## src/rtl/adcpt_pkg.sv

```systemverilog
// Constants and types for the PWM, timer and converter trigger routing
// Overview of operation
// - When selected, the PWM reload strobe feeds the channel 3 input of timer_module_a.
// - Timer channel 3 output drives the primary_conversion_trigger.
// - Timer channel 2 output drives the secondary_conversion_trigger.
// - The primary trigger starts both converters in sequential or simultaneous mode.
// - The secondary trigger starts only converter_b, and only in independent mode.
// - Control bits of the system_integration_module control word enable the connections.
// - Limit flags, timer outputs and GPIO can drive the PWM outputs like the generator.
// - Active-low signals are asserted when low; active-high ones when high.
package adcpt_pkg;

  // ****************************************
  // Control word layout
  // ****************************************
  localparam int SYSINT_CTRL_W = 8;
  localparam int SYSINT_RELOAD_ROUTE_BIT = 0;
  localparam int SYSINT_TRIG_ROUTE_BIT = 1;
  localparam logic [SYSINT_CTRL_W-1:0] SYSINT_CTRL_RESET = 8'h00;

  // ****************************************
  // PWM pairs and synchroniser
  // ****************************************
  localparam int PWM_PAIRS = 3;
  localparam int SYNC_STAGES = 2;
  localparam logic [1:0] SYNC_RESET = 2'h0;
  localparam logic PWM_OUT_RESET = 1'b0;

  // Converter sequencing modes
  typedef enum logic [1:0] {
    ADCPT_SEQUENTIAL,
    ADCPT_SIMUL_PARALLEL,
    ADCPT_INDEP_PARALLEL
  } adcpt_mode_t;

  // Source of one complementary PWM pair
  typedef enum logic [1:0] {
    ADCPT_SRC_GENERATOR,
    ADCPT_SRC_ADC_LIMIT,
    ADCPT_SRC_TIMER,
    ADCPT_SRC_GPIO
  } adcpt_src_t;

  // Master trigger owns both converters in these modes
  function automatic logic adcpt_master_mode(adcpt_mode_t mode);
    return (mode == ADCPT_SEQUENTIAL) || (mode == ADCPT_SIMUL_PARALLEL);
  endfunction

endpackage

```

## src/rtl/adcpt_pwm_src.sv

```systemverilog
// Source selector for one complementary PWM output pair
`timescale 1ns/100ps
module adcpt_pwm_src
  import adcpt_pkg::*;
(
  // Clock and reset
  input wire logic mclk,
  input wire logic rst_n,
  // Selection
  input wire adcpt_src_t src_sel,
  // Candidate sources
  input wire logic gen_top,
  input wire logic gen_bot,
  input wire logic over_limit,
  input wire logic under_limit,
  input wire logic timer_in,
  input wire logic gpio_in,
  // Pair outputs
  output logic pwm_top_ff,
  output logic pwm_bot_ff
);

  logic nxt_top;
  logic nxt_bot;

  // Pick the pair drive; only the generator source can drive both high
  // alternate sources
  always_comb begin
    nxt_top = gen_top;
    nxt_bot = gen_bot;
    case (src_sel)
      ADCPT_SRC_GENERATOR: begin
        nxt_top = gen_top;
        nxt_bot = gen_bot;
      end
      ADCPT_SRC_ADC_LIMIT: begin
        // Below limit pulls up, above limit pulls down
        nxt_top = under_limit & ~over_limit;
        nxt_bot = over_limit;
      end
      ADCPT_SRC_TIMER: begin
        nxt_top = timer_in;
        nxt_bot = ~timer_in;
      end
      default: begin
        nxt_top = gpio_in;
        nxt_bot = ~gpio_in;
      end
    endcase
  end

  // Registered so the pad sees no select glitches
  always_ff @(posedge mclk or negedge rst_n) begin
    if (!rst_n) begin
      pwm_top_ff <= PWM_OUT_RESET;
      pwm_bot_ff <= PWM_OUT_RESET;
    end else begin
      pwm_top_ff <= nxt_top;
      pwm_bot_ff <= nxt_bot;
    end
  end

endmodule

```

## src/rtl/adcpt_router.sv

```systemverilog
// Trigger and PWM source routing between PWM, timer_module_a and converters
`timescale 1ns/100ps
module adcpt_router
  import adcpt_pkg::*;
(
  // Clock and reset
  input wire logic mclk,
  input wire logic rst_n,
  // Control word of the system_integration_module
  input wire logic [SYSINT_CTRL_W-1:0] sysint_ctrl,
  input wire adcpt_mode_t conv_mode,
  // PWM reload strobe and timer pin
  input wire logic pwm_reload_sync,
  input wire logic timer_a_ch3_pin,
  // Timer module A channel outputs
  input wire logic timer_a_ch2_out,
  input wire logic timer_a_ch3_out,
  // Timer module A channel 3 input
  output logic timer_a_ch3_in,
  // Conversion triggers
  output logic primary_conversion_trigger,
  output logic secondary_conversion_trigger,
  output logic converter_a_start,
  output logic converter_b_start,
  // PWM pair sources
  input wire adcpt_src_t [PWM_PAIRS-1:0] pwm_src_sel,
  input wire logic [PWM_PAIRS-1:0] gen_top,
  input wire logic [PWM_PAIRS-1:0] gen_bot,
  input wire logic adc_over_limit,
  input wire logic adc_under_limit,
  input wire logic [PWM_PAIRS-1:0] timer_pwm,
  input wire logic [PWM_PAIRS-1:0] gpio_pwm_n,
  // PWM pair outputs
  output logic [PWM_PAIRS-1:0] pwm_top,
  output logic [PWM_PAIRS-1:0] pwm_bot
);

  // ****************************************
  // Pin synchronisers
  // ****************************************

  logic [1:0] ch3_pin_sync_ff;
  logic [1:0] gpio_s1_ff [PWM_PAIRS];
  logic [PWM_PAIRS-1:0] gpio_sync_ff;
  logic reload_route;
  logic trig_route;

  // Timer pin arrives asynchronously: two flops
  always_ff @(posedge mclk or negedge rst_n) begin
    if (!rst_n) begin
      ch3_pin_sync_ff <= SYNC_RESET;
    end else begin
      ch3_pin_sync_ff <= {ch3_pin_sync_ff[0], timer_a_ch3_pin};
    end
  end

  // GPIO pins: three flops each, first stage read only by the second
  always_ff @(posedge mclk or negedge rst_n) begin
    if (!rst_n) begin
      gpio_s1_ff[0] <= SYNC_RESET;
      gpio_s1_ff[1] <= SYNC_RESET;
      gpio_s1_ff[2] <= SYNC_RESET;
      gpio_sync_ff <= '1;
    end else begin
      gpio_s1_ff[0] <= {gpio_s1_ff[0][0], gpio_pwm_n[0]};
      gpio_s1_ff[1] <= {gpio_s1_ff[1][0], gpio_pwm_n[1]};
      gpio_s1_ff[2] <= {gpio_s1_ff[2][0], gpio_pwm_n[2]};
      gpio_sync_ff <= {gpio_s1_ff[2][1], gpio_s1_ff[1][1], gpio_s1_ff[0][1]};
    end
  end

  // ****************************************
  // Trigger routing
  // ****************************************

  assign reload_route = sysint_ctrl[SYSINT_RELOAD_ROUTE_BIT];
  assign trig_route = sysint_ctrl[SYSINT_TRIG_ROUTE_BIT];

  // Pure gating keeps each timer edge a single trigger; a flop here
  // would delay conversions behind the PWM reload by one cycle
  // reload strobe into channel 3
  assign timer_a_ch3_in = reload_route ? pwm_reload_sync : ch3_pin_sync_ff[1];

  // channel 3 to primary trigger, no latency
  assign primary_conversion_trigger = trig_route & timer_a_ch3_out;

  // channel 2 to secondary trigger, no latency
  assign secondary_conversion_trigger = trig_route & timer_a_ch2_out;

  // master trigger always starts converter A
  assign converter_a_start = primary_conversion_trigger;

  // converter B follows secondary only in independent mode
  assign converter_b_start = adcpt_master_mode(conv_mode) ? primary_conversion_trigger
                           : (conv_mode == ADCPT_INDEP_PARALLEL) & secondary_conversion_trigger;

  // ****************************************
  // PWM source selection
  // ****************************************

  // One selector per complementary pair
  for (genvar p = 0; p < PWM_PAIRS; p++) begin : g_pair
    adcpt_pwm_src u_src (
      .mclk(mclk),
      .rst_n(rst_n),
      .src_sel(pwm_src_sel[p]),
      .gen_top(gen_top[p]),
      .gen_bot(gen_bot[p]),
      .over_limit(adc_over_limit),
      .under_limit(adc_under_limit),
      .timer_in(timer_pwm[p]),
      .gpio_in(~gpio_sync_ff[p]),
      .pwm_top_ff(pwm_top[p]),
      .pwm_bot_ff(pwm_bot[p])
    );
  end
endmodule

```

## config.mk

```make
export PLATFORM = sky130hd
export DESIGN_NAME = adcpt_router
export DESIGN_NICKNAME = d
export VERILOG_FILES = /design/src/rtl/adcpt_pkg.sv /design/src/rtl/adcpt_pwm_src.sv /design/src/rtl/adcpt_router.sv
export SDC_FILE = /design/constraint.sdc
export NUM_CORES = 1
export LEC_CHECK = 0
export BUFFER_PORTS_ARGS = -buffer_cell sky130_fd_sc_hd__buf_4
export CAP_MARGIN = 40
export CORE_MARGIN = 2
export CORE_UTILIZATION = 45
export CTS_BUF_LIST = sky130_fd_sc_hd__clkbuf_4 sky130_fd_sc_hd__clkbuf_8
export DETAILED_ROUTE_END_ITERATION = 16
export MAX_ROUTING_LAYER = met4
export PLACE_DENSITY = 0.86
export SYNTH_ARGS = -nofsm -noshare
export SYNTH_HDL_FRONTEND = slang
export SYNTH_SLANG_ARGS = --single-unit
```

## constraint.sdc

```tcl
create_clock -name mclk -period 3.1 [get_ports mclk]
set_input_delay 0.155 -clock mclk [delete_from_list [all_inputs] [get_ports mclk]]
set_output_delay 0.155 -clock mclk [all_outputs]
set_load 0.05 [all_outputs]
```

==> results_dict.tcl, run 1 <==
set metrics [dict create \
    grtUsageTotal 0.161 \
    port_buffers 40 \
    path_max_fanout 1 \
    cts_tree "yes" \
    outcome "finished clean" \
    yosysSeqAreaShare 0.617 \
    crit_required_ns 2.94 \
    whs_ns 0.123 \
    preCtsSetupSlack_ns 1.97 \
    drtIter0Drc 5 \
    routabilityCongestion 0.637 \
    tightest_slew_ns 0.212 \
    drt_first_pass_iters 4 \
    final_common_cell "buf_4" \
    synth_xor_area_frac 0 \
    drive_gt1_frac 0.600 \
    num_rows 14 \
    finalWirelength_um 1340 \
    hold_viol 0 \
    max-slew-margin-rel 0.859 \
    placedCellCount 92 \
    place_hpwl_um 1050 \
    yosys-top-cells-area "dfrtp_1 (50%), dfstp_2 (11%), mux4_1 (11%)" \
    fillerInstances 105 \
    r2r_cells 2 \
    cts.sinks 17 \
    ys_types 12 \
    dieArea_mm2 0.00188 \
    yosys_warnings 0 \
    detail-route-antenna-nets 0 \
    diodes 0 \
    holdPathEnd "g_pair[2].u_src.pwm_bot_ff" \
    io_pins 47 \
    synth_compound_area_frac 0.00719 \
    synthMuxAreaShare 0.227 \
    critical_path_class "reg -> out" \
    start_util 0.473 \
    r2r_setup_slack_ns 1.96 \
    via_count 476 \
    synth_nets 79 \
    final_cell_mix "buf_4 (40), dfrtp_1 (14), inv_1 (7), dlygate4sd3_1 (5), clkbuf_4 (4)" \
    yosys.area.top_type "dfrtp_1" \
    wire_per_inst_um 13.2 \
    max_freq_mhz 800 \
    route.detailed.drc 0 \
    start_kind "flop" \
    final-max-slew-violation-count 0 \
    vias_per_cell 4.71 \
    yosys.area_share.simple 0.0360 \
    reg2reg_from "gpio_sync_ff[1]" \
    min_period_ns 1.25 \
    fin_ws_ns 1.85 \
    coreArea_mm2 0.00147 \
    synth_top_area_frac 0.504 \
    crit_arrival_ns 1.10 \
    r2r-end "g_pair[1].u_src.pwm_top_ff" \
    critPathCaptureType "output port" \
    final.setup_skew_ns 0.00235 \
    antenna_found_initial 0 \
    post_synth.cell_area_avg_um2 16.2 \
    fin_crit_sh 0.403 \
    overflow 0 \
    place_area_um2 963 \
    synthAdderAreaFrac 0 \
    area_growth_pct 50.0 \
    synth_seq_cells 17 \
    p_per_area_mw_per_mm2 467 \
    tns_ns 0 \
    grt_pass1_wl_um 2040 \
    rsz0062_at_grt "no" \
    leakagePower_nw 0.533 \
    ir_worst_vdd_uv 292 \
    netlist_instances 43 \
    grt_max_degree 18 \
    grt_pass1_vias 493 \
    nets 122 \
    h-tree-depth 1 \
    die_w_um 43.3 \
    synth_top_family_by_area "multiplexers" \
    hp-start "pwm_src_sel[4]" \
    drv_cap 0 \
    worst_skew_pair.late_latency_ns 0.28 \
    cts.clk_slew.worst_paths_ns 0.09 \
    holdPathStages 2 \
    design_area_mm2 0.00104 \
    die_height_um 43.3 \
    synth.cell_area_um2 696 \
    cts_setup_buffers 0 \
    hp-class "in -> reg" \
    clockBufferDepth 2 \
    clockRootBuffer "clkbuf_4" \
    cts_made_buffers 3 \
    fin_cells 101 \
    finalSetupViolations 0 \
]
## logic make-up (layout without fill, tap and decap cells)
logic type,Yosys count,in the layout
mux,7,7
compound gates,1,1
flops,17,17
buf+inv,14,56
simple gates,4,4
## routing by layer
layer,vias up,part of all wire,global-route usage
met5,-,0,-
met4,0,0.0075,0.0727
met3,2,0.056,0.0340
met2,18,0.61,0.310
met1,231,0.32,0.146
li1,225,-,-
## worst max path at each step
stage	start	end	slack, ns	cells after the start
3_5_place_dp	gpio_sync_ff[0]	g_pair[0].u_src.pwm_top_ff	1.97	2
6_report	ch3_pin_sync_ff[1]	timer_a_ch3_in	1.85	2
2_1_floorplan	gpio_sync_ff[0]	g_pair[0].u_src.pwm_top_ff	2.00	2
5_1_grt	ch3_pin_sync_ff[1]	timer_a_ch3_in	1.80	2
4_1_cts	ch3_pin_sync_ff[1]	timer_a_ch3_in	1.84	2
3_3_place_gp	gpio_sync_ff[1]	g_pair[1].u_src.pwm_top_ff	1.99	2
## critical path, cell delays in order (launching register included)
cell and delay [ns]:
dfrtp_1 0.37, mux2_2 0.26, buf_4 0.19
## registers in the layout, indices dropped and copies added (netlist names)
register                 count
gpio_sync_ff                 3
g_pair.u_src.pwm_top_ff      3
g_pair.u_src.pwm_bot_ff      3
gpio_s1_ff                   6
ch3_pin_sync_ff              2
## metrics by stage
stage	util	power [mW]
6_report	0.709	0.487
5_1_grt	0.709	0.509
4_1_cts	0.709	0.495
3_5_place_dp	0.655	0.364
3_3_place_gp	0.655	0.361
2_1_floorplan	-	0.320
## cell usage after synthesis (all sizes together)
cell	instances
and2	1
buf	7
dfrtp	14
dfstp	3
inv	7
mux2	1
mux4	6
nand2	1
nand4b	1
nor2b	1
o21ai	1
## final cells by class
| type | instances | area [um2] | area share |
|---|---|---|---|
| timing repair buffer | 45 | 350 | 0.336 |
| inverter | 7 | 26.3 | 0.0252 |
| clock buffer | 4 | 30.0 | 0.0288 |
| sequential | 17 | 429 | 0.411 |
| tap | 16 | 20.0 | 0.0192 |
| multi-input combinational | 12 | 188 | 0.180 |
## timing repair
action	4_1_cts	5_1_grt
gates resized for setup	0	0
hold buffers	5	0
hold endpoints to repair	21	0
## power by group
part	total, mW	internal [mW]	switching (mW)
registers	0.242	0.238	0.00411
logic	0.121	0.0566	0.0647
clock network	0.123	0.0586	0.0649
No activity file was read; power rests on OpenSTA's default activity.
==> run 2: changes to the inputs <==
--- a/config.mk
+++ b/config.mk
@@ -5,14 +5,15 @@
 export SDC_FILE = /design/constraint.sdc
 export NUM_CORES = 1
 export LEC_CHECK = 0
+export ABC_AREA = 1
 export BUFFER_PORTS_ARGS = -buffer_cell sky130_fd_sc_hd__buf_4
 export CAP_MARGIN = 40
 export CORE_MARGIN = 2
-export CORE_UTILIZATION = 45
+export CORE_UTILIZATION = 43
 export CTS_BUF_LIST = sky130_fd_sc_hd__clkbuf_4 sky130_fd_sc_hd__clkbuf_8
 export DETAILED_ROUTE_END_ITERATION = 16
 export MAX_ROUTING_LAYER = met4
-export PLACE_DENSITY = 0.86
+export PLACE_DENSITY = 0.81
 export SYNTH_ARGS = -nofsm -noshare
 export SYNTH_HDL_FRONTEND = slang
 export SYNTH_SLANG_ARGS = --single-unit
==> constraint.sdc (replaced) <==
create_clock -name mclk -period 1.3 [get_ports mclk]
set_input_delay 0.065 -clock mclk [delete_from_list [all_inputs] [get_ports mclk]]
set_output_delay 0.065 -clock mclk [all_outputs]
set_load 0.05 [all_outputs]
==> results_dict.tcl, run 2 <==
set metrics [dict create \
    crit_required_ns 1.24 \
    die_height_um 45.4 \
    yosysSeqAreaShare 0.583 \
    final_common_cell "buf_4" \
    grt_pass1_vias 666 \
    rsz0062_at_grt "no" \
    design_area_mm2 0.00108 \
    dieArea_mm2 0.00206 \
    p_comb_frac 0.262 \
    detail-route-antenna-nets 0 \
    finalSetupViolations 0 \
    synth_seq_cells 17 \
    fillerInstances 125 \
    coreArea_mm2 0.00156 \
    clockBufferDepth 2 \
    crit_arrival_ns 1.14 \
    netSwitchingFraction 0.308 \
    drv_cap 0 \
    routabilityCongestion 0.802 \
    yosys_warnings 0 \
    start_util 0.472 \
    drive_gt1_frac 0.449 \
    cts.clk_slew.worst_paths_ns 0.10 \
    drt_first_pass_iters 4 \
    io_pins 47 \
    wire_per_inst_um 12.3 \
    largest_reg_flops 6 \
    overflow 0 \
    port_buffers 40 \
    vias_per_cell 5.01 \
    regMostFlops "gpio_s1_ff" \
    die_w_um 45.4 \
    synth_edf_count 0 \
    via_count 672 \
    leakagePower_nw 0.564 \
    nets 155 \
    cts_setup_buffers 0 \
    ir_worst_vdd_uv 909 \
    synth_common_cells "nand3_1 (19), dfrtp_1 (14), inv_1 (8)" \
    hp-class "in -> reg" \
    p_int_mw 0.810 \
    reg2reg_from "gpio_sync_ff[0]" \
    final-max-slew-violation-count 0 \
    yosys.area_share.simple 0.257 \
    antenna_found_initial 0 \
    critical_path_class "reg -> out" \
    synth_top_area_frac 0.476 \
    worst_skew_pair.late_latency_ns 0.30 \
    crit_end "timer_a_ch3_in" \
    hold_viol 0 \
    netlist_instances 76 \
    num_rows 14 \
    synth_compound_area_frac 0.00680 \
    diodes 0 \
    yosys.area.top_type "dfrtp_1" \
    r2r_setup_slack_ns 0.43 \
    place_hpwl_um 1310 \
    p_per_area_mw_per_mm2 1080 \
    synth_top_family_by_area "simple AND/OR/NAND/NOR gates" \
    tns_ns 0 \
    final.setup_skew_ns 0.00924 \
    grt_max_degree 18 \
    place_area_mm2 0.00100 \
    max-slew-margin-rel 0.842 \
    crit_path_start "ch3_pin_sync_ff[1]" \
    drtIter0Drc 2 \
    cts_made_buffers 3 \
    synth_ff_type "dfrtp_1" \
    yosys-top-cells-area "dfrtp_1 (48%), nand3_1 (13%), dfstp_2 (11%)" \
    path_max_fanout 1 \
    area_growth_pct 47.3 \
    cts.sinks 17 \
    synthAdderAreaFrac 0 \
    synth.cell_area_um2 736 \
    grt_pass1_wl_um 2580 \
    ys_types 12 \
    max_freq_mhz 827 \
    switchingPower_mw 0.361 \
    design_power_total_mw 1.17 \
    final_cell_mix "buf_4 (40), nand3_1 (19), dfrtp_1 (14), inv_1 (8), nand4_1 (6)" \
    p_seq_frac 0.493 \
    min_period_ns 1.21 \
    synth_nets 112 \
    cts_tree "yes" \
    tightest_slew_ns 0.236 \
    start_kind "flop" \
    h-tree-depth 1 \
    clockRootBuffer "clkbuf_4" \
    ys_async_sr_fraction 1.00 \
    finalWirelength_um 1640 \
    r2r-end "g_pair[0].u_src.pwm_top_ff" \
    clkPwrFrac 0.245 \
    outcome "finished clean" \
    synthMuxAreaShare 0.0153 \
    synth_xor_area_frac 0 \
    synth.most_common_cell "nand3_1" \
    route.detailed.drc 0 \
    grtUsageTotal 0.192 \
    r2r_cells 3 \
    holdPathStages 3 \
    critPathCaptureType "output port" \
    fin_crit_sh 0.930 \
    post_synth.cell_area_avg_um2 9.68 \
]
==> run 2: cells by family (layout without fill, tap and decap cells) <==
family                 after synthesis  in the layout
flip-flops                          17             17
multiplexers                         1              1
AND/OR/NAND/NOR                     37             37
buffers and inverters               20             62
AO/OA/AOI/OAI                        1              1
==> run 2: through the flow <==
stage               std cells  setup slack (ns)  utilization  hold WS (ns)
global route              134            0.0430        0.695        0.0432
floorplan                  76            0.0311            -        -0.231
detailed placement        125             0.446        0.644       -0.0661
global placement          125             0.451        0.644       -0.0694
finish                    134            0.0909        0.695        0.0291
CTS                       134            0.0910        0.695        0.0249
==> run 2: worst max-delay path: stages (launching register included) <==
cell and delay (ns):
dfrtp_1 0.39, mux2_2 0.27, buf_4 0.19
==> run 2: what timing repair did <==
item	in CTS	in global routing
gates resized for setup	0	0
hold endpoints to repair	21	0
hold buffers	5	0
==> run 2: worst min-delay path by stage <==
stage | start | endpoint
floorplan | rst_n | ch3_pin_sync_ff[0]
global placement | rst_n | g_pair[2].u_src.pwm_bot_ff
detailed placement | rst_n | g_pair[2].u_src.pwm_bot_ff
CTS | gen_top[0] | g_pair[0].u_src.pwm_top_ff
global route | gen_top[1] | g_pair[1].u_src.pwm_top_ff
finish | gen_bot[1] | g_pair[1].u_src.pwm_bot_ff
==> run 2: metal layers <==
| metal | routed length, um | up-vias | GRT usage |
|---|---|---|---|
| met5 | 0 | - | - |
| met4 | 22 | 0 | 0.0706 |
| met3 | 102 | 2 | 0.0600 |
| met2 | 1010 | 30 | 0.394 |
| met1 | 513 | 313 | 0.147 |
| li1 | - | 327 | - |
==> run 2: power groups by stage <==
stage | Clock, mW | Sequential [mW] | Combinational [mW]
global route | 0.318 | 0.582 | 0.328
detailed placement | 0 | 0.589 | 0.295
floorplan | 0 | 0.586 | 0.181
finish | 0.287 | 0.578 | 0.307
global placement | 0 | 0.588 | 0.287
CTS | 0.297 | 0.579 | 0.308
==> run 2: area by class of cell <==
cell class | instances | area (um2) | share of cell area
Clock buffer | 3 | 22.5 | 0.0208
Clock inverter | 1 | 7.51 | 0.00693
Inverter | 13 | 48.8 | 0.0450
Multi-Input combinational cell | 39 | 205 | 0.189
Sequential cell | 17 | 429 | 0.396
Tap cell | 16 | 20.0 | 0.0185
Timing Repair Buffer | 45 | 350 | 0.323
==> run 3: changes to the inputs <==
--- a/config.mk
+++ b/config.mk
@@ -9,11 +9,11 @@
 export BUFFER_PORTS_ARGS = -buffer_cell sky130_fd_sc_hd__buf_4
 export CAP_MARGIN = 40
 export CORE_MARGIN = 2
-export CORE_UTILIZATION = 43
-export CTS_BUF_LIST = sky130_fd_sc_hd__clkbuf_4 sky130_fd_sc_hd__clkbuf_8
+export CORE_UTILIZATION = 40
+export CTS_BUF_LIST = sky130_fd_sc_hd__clkbuf_16
 export DETAILED_ROUTE_END_ITERATION = 16
 export MAX_ROUTING_LAYER = met4
-export PLACE_DENSITY = 0.81
+export PLACE_DENSITY = 0.76
 export SYNTH_ARGS = -nofsm -noshare
 export SYNTH_HDL_FRONTEND = slang
 export SYNTH_SLANG_ARGS = --single-unit
==> results_dict.tcl, run 3 (synthesized netlist as in run 2, its figures left out) <==
set metrics [dict create \
    cts.clk_slew.worst_paths_ns 0.05 \
    h-tree-depth 1 \
    cts_resized 0 \
    clockBufferDepth 2 \
    largest_reg_flops 6 \
    tns_ns 0 \
    drt_first_pass_iters 4 \
    final.setup_skew_ns 0.00265 \
    min_period_ns 1.12 \
    vias_per_cell 4.68 \
    fin_crit_sh 0.863 \
    critical_path_class "reg -> out" \
    num_rows 15 \
    slowest_delay_ns 0.36 \
    area_growth_pct 55.4 \
    coreArea_mm2 0.00173 \
    nets 155 \
    clockRootBuffer "clkbuf_16" \
    place_hpwl_um 1230 \
    p_per_area_mw_per_mm2 1310 \
    holdPathStages 3 \
    dieArea_mm2 0.00220 \
    final-max-slew-violation-count 0 \
    outcome "finished clean" \
    die_height_um 46.9 \
    critical_path.cell_chain "mux2_2, buf_4" \
    via_count 669 \
    diodes 0 \
    io_pins 47 \
    tightest_slew_ns 0.211 \
    max-slew-margin-rel 0.859 \
    preCtsSetupSlack_ns 0.429 \
    regMostFlops "gpio_s1_ff" \
    grtUsageTotal 0.182 \
    regArea_um2 429 \
    whs_ns 0.0694 \
    reg2reg_from "gpio_sync_ff[1]" \
    drv_cap 0 \
    r2r_cells 3 \
    cts_tree "yes" \
    final_cell_mix "buf_4 (40), nand3_1 (19), dfrtp_1 (14), inv_1 (9), nand4_1 (6)" \
    ir_worst_vdd_uv 853 \
    worst_skew_pair.late_latency_ns 0.25 \
    crit_required_ns 1.24 \
    port_buffers 40 \
    route.detailed.drc 0 \
    path_max_fanout 1 \
    grt_pass1_vias 621 \
    fin_ws_ns 0.178 \
    start_util 0.426 \
    drive_gt1_frac 0.441 \
    drtIter0Drc 11 \
    antenna_found_initial 0 \
    cts_made_buffers 3 \
    routabilityCongestion 0.804 \
    detail-route-antenna-nets 0 \
    crit_path_start "ch3_pin_sync_ff[1]" \
    crit_arrival_ns 1.06 \
    start_kind "flop" \
    final_common_cell "buf_4" \
    hp-start "gen_bot[0]" \
    max_freq_mhz 891 \
    multiInputGateArea_um2 205 \
    rsz0062_at_grt "no" \
    fillerInstances 140 \
    grt_max_degree 18 \
    die_w_um 46.9 \
    overflow 0 \
    hold_viol 0 \
    leakagePower_nw 0.593 \
    finalWirelength_um 1700 \
    grt_pass1_wl_um 2630 \
    cts.sinks 17 \
    cp_slowest_cell "dfrtp_1" \
    hp-class "in -> reg" \
    finalSetupViolations 0 \
    wire_per_inst_um 11.9 \
    critPathCaptureType "output port" \
]
[run 3: cell count changes in the layout (fill, tap and decap cells not counted), sizes merged]
cell	change
inv	+1
clkinvlp	-1
[run 3: what timing repair did]
action	in CTS	in global routing
hold buffers	5	0
setup buffers	0	0
hold endpoints to repair	21	0
endpoints found under the setup margin	0	0
[run 3: critical path: cells and delay by family, from the launching register on]
family | cells | cell delay, ns
flops | 1 | 0.36
mux | 1 | 0.25
buf+inv | 1 | 0.19
[run 3: worst paths after layout]
kind	slack (ns)	to
min in group asynchronous	0.23	ch3_pin_sync_ff[1]
min reg2reg	0.35	gpio_s1_ff[5]
max reg2reg	0.42	g_pair[1].u_src.pwm_top_ff
min	0.07	g_pair[0].u_src.pwm_bot_ff
max	0.18	timer_a_ch3_in
max in group asynchronous	0.83	gpio_sync_ff[1]
[run 3: through the flow]
| step | cells | total power [mW] | cell area, um2 | utilization |
|---|---|---|---|---|
| after floorplan | 76 | 0.767 | 736 | - |
| after global placement | 134 | 0.875 | 1010 | 0.588 |
| after detailed placement | 134 | 0.883 | 1010 | 0.588 |
| after CTS | 143 | 1.51 | 1140 | 0.662 |
| after global routing | 143 | 1.55 | 1140 | 0.662 |
| final | 143 | 1.50 | 1140 | 0.662 |
[run 3: report_power, final]
| group | switching [mW] | total [mW] | internal, mW |
|---|---|---|---|
| sequential | 0.0100 | 0.580 | 0.570 |
| combinational | 0.183 | 0.308 | 0.125 |
| clock | 0.199 | 0.607 | 0.408 |
| total | 0.392 | 1.50 | 1.10 |
[run 3: layout make-up]
| type | instances | share of cell area |
|---|---|---|
| flip-flops and latches | 17 | 0.375 |
| repair buffers | 45 | 0.306 |
| multi-input cells | 39 | 0.179 |
| clock buffers | 3 | 0.0656 |
| inverters | 13 | 0.0427 |
| well taps | 25 | 0.0274 |
| clock inverters | 1 | 0.00328 |
[run 3: metal layers]
metal	GRT usage	up-vias	wire length, um
met5	-	-	0
met1	0.182	313	591
li1	-	327	-
met2	0.315	24	954
met4	0.0944	0	40
met3	0.0577	5	113
